`config.mk`:
```
export PLATFORM = sky130hd
export DESIGN_NAME = iss_slave
export DESIGN_NICKNAME = d
export VERILOG_FILES = /design/src/iss_pkg.sv /design/src/iss_in_filter.sv /design/src/iss_regfile.sv /design/src/iss_slave.sv
export SDC_FILE = /design/constraint.sdc
export NUM_CORES = 1
export LEC_CHECK = 0
export ABC_AREA = 1
export BUFFER_PORTS_ARGS = -buffer_cell sky130_fd_sc_hd__buf_2
export CAP_MARGIN = 40
export CORE_MARGIN = 3
export CORE_UTILIZATION = 60
export DETAILED_ROUTE_END_ITERATION = 8
export HOLD_SLACK_MARGIN = 0.1
export PLACE_DENSITY = 0.9
export SYNTH_ARGS = -nofsm -noshare
export SYNTH_HDL_FRONTEND = slang
export SYNTH_SLANG_ARGS = --single-unit
```
`constraint.sdc`:
```
create_clock -name clk -period 3.64 [get_ports clk]
set_clock_uncertainty 0.15 [all_clocks]
set_input_delay 0.728 -clock clk [delete_from_list [all_inputs] [get_ports clk]]
set_output_delay 0.728 -clock clk [all_outputs]
set_load 0.01 [all_outputs]
```
`src/iss_pkg.sv`:
```
/*
  Package for the two-wire sub-addressed slave with ship-and-store control.
  Holds bus addresses, sub address map, field positions, reset values and
  filter timing. Assumes a 100 MHz system clock.
*/
package iss_pkg;

  // Bus addresses as 8-bit words, direction in bit 0.
  localparam logic [7:0] ISS_ADDR_WR       = 8'h12;
  localparam logic [7:0] ISS_ADDR_RD       = 8'h13;

  // Sub address map.
  localparam logic [7:0] ISS_SUB_CMD0      = 8'h00;
  localparam logic [7:0] ISS_SUB_CMD1      = 8'h01;
  localparam logic [7:0] ISS_SUB_CMD2      = 8'h02;
  localparam logic [7:0] ISS_SUB_STAT0     = 8'h03;
  localparam logic [7:0] ISS_SUB_STAT1     = 8'h04;
  localparam logic [7:0] ISS_SUB_STAT2     = 8'h05;
  localparam logic [7:0] ISS_SUB_DISARM    = 8'h06;
  localparam logic [7:0] ISS_SUB_ARM       = 8'h07;

  // Command and status register counts and reset values.
  localparam int         ISS_NUM_CMD       = 4;
  localparam int         ISS_NUM_STAT      = 3;
  localparam logic [7:0] ISS_CMD_RESET     = 8'h00;
  localparam logic [7:0] ISS_PTR_RESET     = 8'h00;

  // Frame layout: eight data bits, then the acknowledge slot.
  localparam logic [3:0] ISS_BITS_PER_BYTE = 4'h8;
  localparam logic [3:0] ISS_ACK_SLOT      = 4'h8;

  // Input filter: three-stage sampler, agreement of stages two and three.
  localparam int         ISS_SYNC_STAGES   = 3;

  // Bus timing basis.
  localparam int         ISS_CLK_MHZ       = 100;
  localparam int         ISS_BUS_MAX_KHZ   = 400;
  localparam int         ISS_SCL_HALF_NS   = 1250;
  localparam int         ISS_SCL_HALF_CYC  = (ISS_SCL_HALF_NS * ISS_CLK_MHZ) / 1000;

  // Glitch filter length in cycles, far below a fast-mode half period.
  localparam int         ISS_GLITCH_CYC    = 5;

  // Receiver states.
  typedef enum logic [2:0] {
    ISS_IDLE,
    ISS_ADDR,
    ISS_ADDR_ACK,
    ISS_WR_BYTE,
    ISS_WR_ACK,
    ISS_RD_BYTE,
    ISS_RD_ACK,
    ISS_RD_DONE
  } iss_state_t;

endpackage

```
`src/iss_in_filter.sv`:
```
/*
  Input conditioner for one bus line: a three-flop sampler followed by a
  glitch filter that only moves its output after a stable run.
  Assumes the input is asynchronous to clk.
*/
module iss_in_filter import iss_pkg::*; #(
  parameter int FILT_CYC = ISS_GLITCH_CYC
) (
  // Clock and reset.
  input  wire logic clk,
  input  wire logic sys_rst,
  // Raw line and cleaned level.
  input  wire logic line_in,
  output logic      line_out
);

  logic [ISS_SYNC_STAGES-1:0] sync_reg;
  logic [ISS_SYNC_STAGES-1:0] sync_next;
  logic [3:0]                 cnt_reg;
  logic [3:0]                 cnt_next;
  logic                       out_reg;
  logic                       out_next;
  logic                       agree;

  // The first stage only feeds the second; stages two and three vote.
  always_comb begin
    sync_next = {sync_reg[ISS_SYNC_STAGES-2:0], line_in};
    agree     = (sync_reg[1] == sync_reg[2]);
    cnt_next  = 4'h0;
    out_next  = out_reg;
    if (agree && (sync_reg[2] != out_reg)) begin
      cnt_next = cnt_reg + 4'h1;
      if (cnt_reg == 4'(FILT_CYC - 1)) begin
        out_next = sync_reg[2];
        cnt_next = 4'h0;
      end
    end
  end

  // Idle bus level is high, so reset to released.
  always_ff @(posedge clk) begin
    if (sys_rst) begin
      sync_reg <= '1;
      cnt_reg  <= 4'h0;
      out_reg  <= 1'b1;
    end else begin
      sync_reg <= sync_next;
      cnt_reg  <= cnt_next;
      out_reg  <= out_next;
    end
  end

  assign line_out = out_reg;

endmodule

```
`src/iss_regfile.sv`:
```
/*
  Command register file: pending and active copies of the four writable
  command locations, plus a changed flag per location.
  Assumes write and commit strobes come from the serial engine on clk.
*/
module iss_regfile import iss_pkg::*; #(
  parameter int N = ISS_NUM_CMD
) (
  // Clock and reset.
  input  wire logic       clk,
  input  wire logic       sys_rst,
  // Pending write port.
  input  wire logic       wr_en,
  input  wire logic [1:0] wr_idx,
  input  wire logic [7:0] wr_data,
  // Commit all pending data.
  input  wire logic       commit,
  // Registered read port.
  input  wire logic [1:0] rd_idx,
  output logic      [7:0] rd_data,
  // Active contents, flattened.
  output logic [N*8-1:0]  active_flat
);

  logic [7:0] pend_reg [N];
  logic [7:0] pend_next[N];
  logic [7:0] act_reg  [N];
  logic [7:0] act_next [N];
  logic [N-1:0] chg_reg;
  logic [N-1:0] chg_next;
  logic [7:0] rd_reg;
  logic [7:0] rd_next;

  // Writes go to pending only; a commit copies every location at once.
  always_comb begin
    for (int i = 0; i < N; i++) begin
      pend_next[i] = pend_reg[i];
      act_next[i]  = act_reg[i];
      chg_next[i]  = chg_reg[i];
      if (commit) begin
        act_next[i] = pend_reg[i];                                // [RULE_19]
        chg_next[i] = 1'b0;
      end
      if (wr_en && (wr_idx == 2'(i))) begin
        pend_next[i] = wr_data;                                   // [RULE_17]
        chg_next[i]  = 1'b1;
      end
    end
    // A changed location reads its pending value.
    rd_next = chg_reg[rd_idx] ? pend_reg[rd_idx] : act_reg[rd_idx]; // [RULE_21]
  end

  always_ff @(posedge clk) begin
    if (sys_rst) begin
      for (int i = 0; i < N; i++) begin
        pend_reg[i] <= ISS_CMD_RESET;                             // [RULE_06]
        act_reg[i]  <= ISS_CMD_RESET;
      end
      chg_reg <= '0;
      rd_reg  <= 8'h00;
    end else begin
      for (int i = 0; i < N; i++) begin
        pend_reg[i] <= pend_next[i];
        act_reg[i]  <= act_next[i];
      end
      chg_reg <= chg_next;
      rd_reg  <= rd_next;
    end
  end

  assign rd_data = rd_reg;

  genvar g;
  generate
    for (g = 0; g < N; g++) begin : g_flat
      assign active_flat[g*8 +: 8] = act_reg[g];
    end
  endgenerate

endmodule

```
`src/iss_slave.sv`:
```
/*
  Two-wire sub-addressed slave with staged command registers and the
  ship-and-store arming logic. Top module of the block.
  Assumes SDA and SCL arrive from pins through pull-ups, asynchronous to
  clk, and that sys_rst is driven by the logic-supply undervoltage lockout.
*/
//////////////////////////////////////////////////////////////////////////////
// Overview of operation
// [RULE_01] Full acked write to 0x07 arms ship mode.
// [RULE_02] Armed mode activates once input power absent.
// [RULE_03] Reading pointer 0x07 leaves ship state alone.
// [RULE_04] Input power or 0x06 write leaves mode.
// [RULE_05] Active mode drives battery gate off.
// [RULE_06] Supply lockout resets port and configuration.
// [RULE_07] Works to 400kHz, filters input glitches.
// [RULE_08] START/STOP are SDA edges with SCL high.
// [RULE_09] Eight bits MSB first, then acknowledge.
// [RULE_10] Never drives SCL, no clock stretching.
// [RULE_11] Ack write bytes; in reads only address.
// [RULE_12] Receiver holds SDA low during ack high.
// [RULE_13] Read sends one byte, then releases SDA.
// [RULE_14] Answers 0x12 write and 0x13 read.
// [RULE_15] Four command and three status registers.
// [RULE_16] First byte loads pointer, which persists.
// [RULE_17] Odd bytes set pointer, even bytes pending.
// [RULE_18] Repeated START keeps pending data unapplied.
// [RULE_19] STOP commits all pending data at once.
// [RULE_20] Master idles lines high, owns SCL falls.
// [RULE_21] Changed pending value is what reads return.
// [RULE_22] Extra read clocks see SDA released high.
// [RULE_23] Only 0x00-0x02, 0x06-0x07 are writable.
// [RULE_24] Non-writable data bytes acked, then discarded.
// [RULE_25] Bus inputs sampled and filtered before decode.
module iss_slave import iss_pkg::*; #(
  parameter int FILT_CYC = ISS_GLITCH_CYC
) (
  // Clock and reset from the supply lockout.
  input  wire logic        clk,
  input  wire logic        sys_rst,
  // Serial bus; SCL is input only.
  input  wire logic        scl_in,
  input  wire logic        sda_in,
  output logic             sda_out,
  output logic             sda_oe,
  // Power monitors and status inputs.
  input  wire logic        input_power_good,
  input  wire logic [23:0] status_flat,
  // Ship-and-store control.
  output logic             ship_armed,
  output logic             ship_active,
  output logic             batt_gate_off,
  // Active command register contents.
  output logic [31:0]      cmd_active
);

  //////////////////////////////////////////////////////////////////////////
  // Input conditioning.

  logic scl_f;
  logic sda_f;
  logic scl_d_reg;
  logic sda_d_reg;

  iss_in_filter #(.FILT_CYC(FILT_CYC)) u_scl_filt (
    .clk      (clk),
    .sys_rst  (sys_rst),
    .line_in  (scl_in),
    .line_out (scl_f)
  );                                                              // [RULE_25]

  iss_in_filter #(.FILT_CYC(FILT_CYC)) u_sda_filt (
    .clk      (clk),
    .sys_rst  (sys_rst),
    .line_in  (sda_in),
    .line_out (sda_f)
  );                                                              // [RULE_07]

  // Delayed copies for edge detection on the filtered lines.
  always_ff @(posedge clk) begin
    if (sys_rst) begin
      scl_d_reg <= 1'b1;
      sda_d_reg <= 1'b1;
    end else begin
      scl_d_reg <= scl_f;
      sda_d_reg <= sda_f;
    end
  end

  logic scl_rise;
  logic scl_fall;
  logic start_det;
  logic stop_det;

  // Bus conditions; SDA may only move with SCL high for START or STOP.
  assign scl_rise  = scl_f & ~scl_d_reg;
  assign scl_fall  = ~scl_f & scl_d_reg;
  assign start_det = scl_f & scl_d_reg & sda_d_reg & ~sda_f;     // [RULE_08]
  assign stop_det  = scl_f & scl_d_reg & ~sda_d_reg & sda_f;     // [RULE_08]

  //////////////////////////////////////////////////////////////////////////
  // Sub address decode.

  // Map a writable sub address to its register index.
  function automatic logic [1:0] cmd_index(input logic [7:0] sub);
    cmd_index = (sub == ISS_SUB_DISARM) ? 2'h3 : sub[1:0];
  endfunction

  // Writable locations are the command registers and the two ship controls.
  function automatic logic is_writable(input logic [7:0] sub);
    is_writable = (sub <= ISS_SUB_CMD2) || (sub == ISS_SUB_DISARM) ||
                  (sub == ISS_SUB_ARM);                           // [RULE_23]
  endfunction

  //////////////////////////////////////////////////////////////////////////
  // Serial engine.

  iss_state_t  state_reg;
  iss_state_t  state_next;
  logic [7:0]  shift_reg;
  logic [7:0]  shift_next;
  logic [3:0]  bit_reg;
  logic [3:0]  bit_next;
  logic [7:0]  ptr_reg;
  logic [7:0]  ptr_next;
  logic        odd_reg;
  logic        odd_next;
  logic        sda_out_reg;
  logic        sda_out_next;
  logic        sda_oe_reg;
  logic        sda_oe_next;
  logic        wr_en;
  logic        arm_pulse;
  logic        disarm_pulse;
  logic [7:0]  tx_byte;
  logic [7:0]  rf_rd;

  // Read data: commands come from the register file, status from inputs.
  always_comb begin
    if (ptr_reg >= ISS_SUB_STAT0 && ptr_reg <= ISS_SUB_STAT2) begin
      tx_byte = status_flat[(ptr_reg - ISS_SUB_STAT0) * 8 +: 8];  // [RULE_15]
    end else if (ptr_reg == ISS_SUB_ARM) begin
      tx_byte = 8'hFF;                                            // [RULE_03]
    end else begin
      tx_byte = rf_rd;
    end
  end

  // Byte receive, acknowledge and transmit sequencing.
  always_comb begin
    state_next   = state_reg;
    shift_next   = shift_reg;
    bit_next     = bit_reg;
    ptr_next     = ptr_reg;
    odd_next     = odd_reg;
    sda_out_next = 1'b0;                                          // [RULE_10]
    sda_oe_next  = sda_oe_reg;
    wr_en        = 1'b0;
    arm_pulse    = 1'b0;
    disarm_pulse = 1'b0;
    if (start_det) begin
      // Repeated START resets framing only; pending data is kept.
      state_next  = ISS_ADDR;                                     // [RULE_18]
      bit_next    = 4'h0;
      sda_oe_next = 1'b0;
    end else if (stop_det) begin
      state_next  = ISS_IDLE;
      sda_oe_next = 1'b0;
    end else begin
      case (state_reg)
        ISS_ADDR, ISS_WR_BYTE: begin
          if (scl_rise) begin
            shift_next = {shift_reg[6:0], sda_f};                 // [RULE_09]
            bit_next   = bit_reg + 4'h1;
          end else if (scl_fall && bit_reg == ISS_BITS_PER_BYTE) begin
            if (state_reg == ISS_ADDR) begin
              if (shift_reg == ISS_ADDR_WR || shift_reg == ISS_ADDR_RD) begin
                sda_oe_next = 1'b1;                               // [RULE_14]
                state_next  = ISS_ADDR_ACK;
              end else begin
                state_next  = ISS_IDLE;
              end
            end else begin
              sda_oe_next = 1'b1;                                 // [RULE_11]
              state_next  = ISS_WR_ACK;
            end
          end
        end
        ISS_ADDR_ACK: begin
          if (scl_fall) begin
            bit_next = 4'h0;
            odd_next = 1'b1;
            if (shift_reg[0]) begin
              state_next  = ISS_RD_BYTE;
              shift_next  = tx_byte;
              sda_oe_next = ~tx_byte[7];
            end else begin
              state_next  = ISS_WR_BYTE;
              sda_oe_next = 1'b0;
            end
          end
        end
        ISS_WR_ACK: begin
          // Acknowledge held low through the ninth high phase.
          if (scl_fall) begin                                     // [RULE_12]
            sda_oe_next = 1'b0;
            bit_next    = 4'h0;
            odd_next    = ~odd_reg;
            state_next  = ISS_WR_BYTE;
            if (odd_reg) begin
              ptr_next = shift_reg;                               // [RULE_16]
            end else if (is_writable(ptr_reg)) begin              // [RULE_24]
              wr_en        = (ptr_reg != ISS_SUB_ARM);            // [RULE_17]
              arm_pulse    = (ptr_reg == ISS_SUB_ARM);            // [RULE_01]
              disarm_pulse = (ptr_reg == ISS_SUB_DISARM);         // [RULE_04]
            end
          end
        end
        ISS_RD_BYTE: begin
          if (scl_fall) begin
            bit_next = bit_reg + 4'h1;
            if (bit_reg == ISS_BITS_PER_BYTE - 4'h1) begin
              sda_oe_next = 1'b0;                                 // [RULE_13]
              state_next  = ISS_RD_ACK;
            end else begin
              shift_next  = {shift_reg[6:0], 1'b1};
              sda_oe_next = ~shift_reg[6];
            end
          end
        end
        ISS_RD_ACK: begin
          if (scl_fall) begin
            state_next = ISS_RD_DONE;
          end
        end
        ISS_RD_DONE: begin
          sda_oe_next = 1'b0;                                     // [RULE_22]
        end
        default: begin
          sda_oe_next = 1'b0;
        end
      endcase
    end
  end

  always_ff @(posedge clk) begin
    if (sys_rst) begin
      state_reg   <= ISS_IDLE;                                    // [RULE_06]
      shift_reg   <= 8'h00;
      bit_reg     <= 4'h0;
      ptr_reg     <= ISS_PTR_RESET;
      odd_reg     <= 1'b1;
      sda_out_reg <= 1'b0;
      sda_oe_reg  <= 1'b0;
    end else begin
      state_reg   <= state_next;
      shift_reg   <= shift_next;
      bit_reg     <= bit_next;
      ptr_reg     <= ptr_next;
      odd_reg     <= odd_next;
      sda_out_reg <= sda_out_next;
      sda_oe_reg  <= sda_oe_next;
    end
  end

  assign sda_out = sda_out_reg;
  assign sda_oe  = sda_oe_reg;

  //////////////////////////////////////////////////////////////////////////
  // Command registers.

  logic [31:0] act_flat;
  logic [31:0] cmd_reg;

  iss_regfile #(.N(ISS_NUM_CMD)) u_regs (
    .clk         (clk),
    .sys_rst     (sys_rst),
    .wr_en       (wr_en),
    .wr_idx      (cmd_index(ptr_reg)),
    .wr_data     (shift_reg),
    .commit      (stop_det),                                      // [RULE_19]
    .rd_idx      (cmd_index(ptr_reg)),
    .rd_data     (rf_rd),
    .active_flat (act_flat)
  );

  // Register the active contents so the port comes from a flip-flop.
  always_ff @(posedge clk) begin
    if (sys_rst) begin
      cmd_reg <= 32'h0000_0000;
    end else begin
      cmd_reg <= act_flat;
    end
  end

  assign cmd_active = cmd_reg;

  //////////////////////////////////////////////////////////////////////////
  // Ship-and-store mode.

  logic pwr_s1_reg;
  logic pwr_s2_reg;
  logic pwr_s3_reg;
  logic pwr_reg;
  logic pwr_next;
  logic armed_reg;
  logic armed_next;
  logic active_reg;
  logic active_next;
  logic gate_reg;

  // Power-good is a pin level; three flops, change on stages two and three.
  always_comb begin
    pwr_next = (pwr_s2_reg == pwr_s3_reg) ? pwr_s3_reg : pwr_reg;
  end

  // Arming and activation; power return or a disarm write ends the mode,
  // while a fresh arm write in the same cycle keeps the arming, so set wins.
  always_comb begin
    armed_next  = armed_reg;
    active_next = active_reg;
    if (arm_pulse) begin
      armed_next = 1'b1;                                          // [RULE_01]
    end
    if (armed_next && !pwr_reg) begin
      active_next = 1'b1;                                         // [RULE_02]
    end
    if (disarm_pulse || pwr_reg) begin
      active_next = 1'b0;                                         // [RULE_04]
      armed_next  = armed_next & ~disarm_pulse;
    end
    if (active_reg && pwr_reg && !arm_pulse) begin
      armed_next = 1'b0;
    end
  end

  always_ff @(posedge clk) begin
    if (sys_rst) begin
      pwr_s1_reg <= 1'b0;
      pwr_s2_reg <= 1'b0;
      pwr_s3_reg <= 1'b0;
      pwr_reg    <= 1'b0;
      armed_reg  <= 1'b0;
      active_reg <= 1'b0;
      gate_reg   <= 1'b0;
    end else begin
      pwr_s1_reg <= input_power_good;
      pwr_s2_reg <= pwr_s1_reg;
      pwr_s3_reg <= pwr_s2_reg;
      pwr_reg    <= pwr_next;
      armed_reg  <= armed_next;
      active_reg <= active_next;
      gate_reg   <= active_next;                                  // [RULE_05]
    end
  end

  assign ship_armed    = armed_reg;
  assign ship_active   = active_reg;
  assign batt_gate_off = gate_reg;
endmodule

```
==> results.cfg <==
[yosys]
ys_seq_area_share_pct = 45.29
syn-num-nets = 1006
synthCells = 966
avgSynthCellArea_um2 = 7.185
synth_cell_types = 35
ys_ff_latch = 157
yosys_warnings = 0
synth_area_um2 = 6940

[place]
dp_hpwl_um = 11850
port_buffers = 64
dp_cells = 1131
place_ws_ns = 0.9237
gp_congestion = 0.9190

[cts]
cts_setup_buffers = 0
clk_latency_ns = 0.43
cts_inserted_buffers = 17
tritoncts = yes
root_buffer = clkbuf_16
cts_buffer_depth = 2
clkTransAtPathRegs_ns = 0.06
cts_max_level = 4
cts-resized-gates = 0
numClockSinks = 157
cts_hold_buf = 0

[routing]
dr.first_iter.drc_count = 694
drt_wl_total_um = 17000
viasPerCell = 5.552
num_vias = 6440
wire_per_inst_um = 14.65
drc = 0
dr.pass1.iters = 6
drtAntennaViolNets = 0

[layout]
antennaDiodeCount = 0
area_delta_synth_final_pct = 12.94
seqCellArea_um2 = 3143
final_cells = 1160
drive_gt1_share_pct = 13.53
nets = 1050
multiInputGateArea_um2 = 3172
fillCellCount = 880

[power_and_ir_drop]
intPower_mw = 3.042
p_seq_share_pct = 44.7
combPwrFrac_pct = 13.0
p_leak_nw = 3.535
p_sw_share_pct = 27.25
vdd_drop_max_uv = 477.1
p_switching_mw = 1.139
p_total_mw = 4.182
p_per_area_nw_per_um2 = 533.5
clock_power_share_pct = 42.3

[global_route]
grt_pass1_wl_um = 27440
antenna_found_initial = 0
grt_max_degree = 70
track_usage_pct = 26.77
grt-ovfl-total = 0
grt_pass1_vias = 5822

[sta]
finalSetupViolations = 0
clock.fmax_mhz = 357.1
period_needed_ns = 2.800
rsz0062_at_grt = false
worst_slew_pin_slew_ns = 0.9444
setup_ws_ns = 0.8400
max_slew_margin_pct = 36.70
post-route-period-util_pct = 76.92
fin_tns_setup_ns = 0
final_max_slew_viol_count = 0
hold_viol = 0

[floorplanning]
rows = 38
core-area_um2 = 11080
start_util_pct = 62.65
die_h_um = 113.6
ioPinCount = 66
die_area_um2 = 12890
die_x_um = 113.6

[critical_path]
startpoint = ptr_reg[1]
cp-endpoint = u_regs.rd_data[3]
r2r.worst_path.cells = 11
worst_setup_path_start_kind = register
cp_max_fo = 22
reg2reg_to = u_regs.rd_data[3]
rr_startpoint = ptr_reg[1]
required_ns = 3.85
worst_setup_path_end_kind = register
crit_type = register to register
cp.arrival_ns = 3.01
r2r_slack_ns = 0.84

[status]
status = complete, no violations

[min_path]
hold_class = register to register
whs_path_depth = 1

[flow_run]
cap_violations = 0
[cell usage after synthesis]
| cell | number | area share [%] |
|---|---|---|
| clkbuf_1 | 21 | 1.1 |
| nand3_1 | 53 | 3.8 |
| buf_4 | 6 | 0.65 |
| o21ai_0 | 82 | 5.9 |
| o211ai_1 | 4 | 0.43 |
| a21oi_1 | 101 | 7.3 |
| nor3_1 | 7 | 0.50 |
| or2_2 | 5 | 0.45 |
| a211oi_1 | 1 | 0.11 |
| nor3_2 | 2 | 0.29 |
| nor2_4 | 4 | 0.65 |
| ha_1 | 11 | 2.0 |
| inv_2 | 9 | 0.49 |
| dfxtp_1 | 157 | 45 |
| buf_2 | 10 | 0.72 |
| nand3_2 | 2 | 0.29 |
| nand2_2 | 8 | 0.72 |
| nor2_2 | 3 | 0.27 |
| nor2_1 | 170 | 9.2 |
| xnor2_1 | 3 | 0.38 |
| o21a_1 | 1 | 0.11 |
| inv_1 | 85 | 4.6 |
| o2111ai_4 | 1 | 0.38 |
| nand2_1 | 186 | 10 |
| nand2_4 | 2 | 0.32 |
| o21ai_1 | 2 | 0.14 |
| xor2_1 | 3 | 0.38 |
| nand3_4 | 3 | 0.76 |
| a31oi_1 | 1 | 0.090 |
| nand4_1 | 10 | 0.90 |
| o21bai_1 | 2 | 0.22 |
| clkinv_2 | 1 | 0.072 |
| buf_6 | 8 | 1.3 |
| conb_1 | 1 | 0.054 |
| buf_1 | 1 | 0.054 |
[metrics by stage]
stage	hold WS (ns)	cell area, um2	utilization (%)
after floorplan	0.2383	6940	-
after global placement	0.2412	7226	65.22
after detailed placement	0.2474	7253	65.47
after CTS	0.2603	7839	70.76
after global routing	0.2754	7839	70.76
final	0.2604	7839	70.76
[logic make-up (layout without fill, tap and decap cells)]
logic type	after synthesis	in the layout	share of synthesized area, %
other	1	1	0.05403
and+or+nand+nor	455	455	28.23
AOI/OAI and AO/OA	195	195	14.67
adders and majority gates	11	11	1.983
DFF	157	157	45.29
buffers and inverters	141	195	9.014
xor gates and xnor gates	6	6	0.7573
[worst min-delay path by stage]
stage / endpoint / slack, ns / start
CTS: pwr_s2_reg / 0.26 / pwr_s1_reg
global route: pwr_s2_reg / 0.28 / pwr_s1_reg
floorplan: pwr_s2_reg / 0.24 / pwr_s1_reg
detailed placement: u_sda_filt.sync_reg[1] / 0.25 / u_sda_filt.sync_reg[0]
global placement: pwr_s2_reg / 0.24 / pwr_s1_reg
finish: u_sda_filt.sync_reg[1] / 0.26 / u_sda_filt.sync_reg[0]
[layer usage]
| layer | global-route usage, % | up-vias | part of all wire, % |
|---|---|---|---|
| met5 | 0 | - | 0 |
| met4 | 13.70 | 0 | 4.0 |
| met3 | 6.366 | 57 | 7.9 |
| met2 | 44.17 | 263 | 48 |
| met1 | 32.59 | 2953 | 40 |
| li1 | - | 3167 | - |
[cells in the final DEF, fill, tap and decap left out, types with 2 or more instances in the layout]
cell type | synthesis | routed
nand3_2 | 2 | 2
buf_4 | 6 | 5
nand4_1 | 10 | 10
ha_1 | 11 | 11
nand2_2 | 8 | 8
nand3_4 | 3 | 3
inv_2 | 9 | 9
inv_1 | 85 | 85
or2_2 | 5 | 5
clkbuf_16 | 0 | 17
a21oi_1 | 101 | 101
bufinv_16 | 0 | 3
o211ai_1 | 4 | 4
nor3_2 | 2 | 2
clkinv_4 | 0 | 2
o21ai_1 | 2 | 2
nand3_1 | 53 | 53
clkinvlp_4 | 0 | 3
nor2_2 | 3 | 3
dfxtp_1 | 157 | 157
nor2_4 | 4 | 4
nand2_1 | 186 | 186
nor2_1 | 170 | 170
buf_2 | 10 | 64
o21bai_1 | 2 | 2
nand2_4 | 2 | 2
xnor2_1 | 3 | 3
clkbuf_1 | 21 | 2
nor3_1 | 7 | 7
o21ai_0 | 82 | 82
xor2_1 | 3 | 3
[critical path: stages (launching register included)]
cell,delay [ns]
dfxtp_1,0.75
ha_1,0.30
inv_1,0.08
nor2_4,0.12
nand3_4,0.26
nand2_1,0.50
nor2_1,0.08
nor2_1,0.18
nor2_1,0.06
nand2_1,0.08
nand2_1,0.08
nor2_1,0.09
[layout make-up]
class                           instances  area share (%)
Inverter                               95           4.565
Timing Repair Buffer                   71           5.172
Clock inverter                          9           1.772
Multi-Input combinational cell        668           40.46
Clock buffer                           20           5.698
Sequential cell                       157           40.10
Tap cell                              140           2.235
[power by group through the flow]
stage | logic (mW) | registers, mW | clock network (mW)
after CTS | 0.532 | 1.87 | 1.78
after floorplan | 0.414 | 1.87 | 0
after global routing | 0.618 | 1.88 | 1.86
final | 0.543 | 1.87 | 1.77
after detailed placement | 0.529 | 1.90 | 0
after global placement | 0.507 | 1.90 | 0
Note: power is estimated with default switching activity, not from simulation.
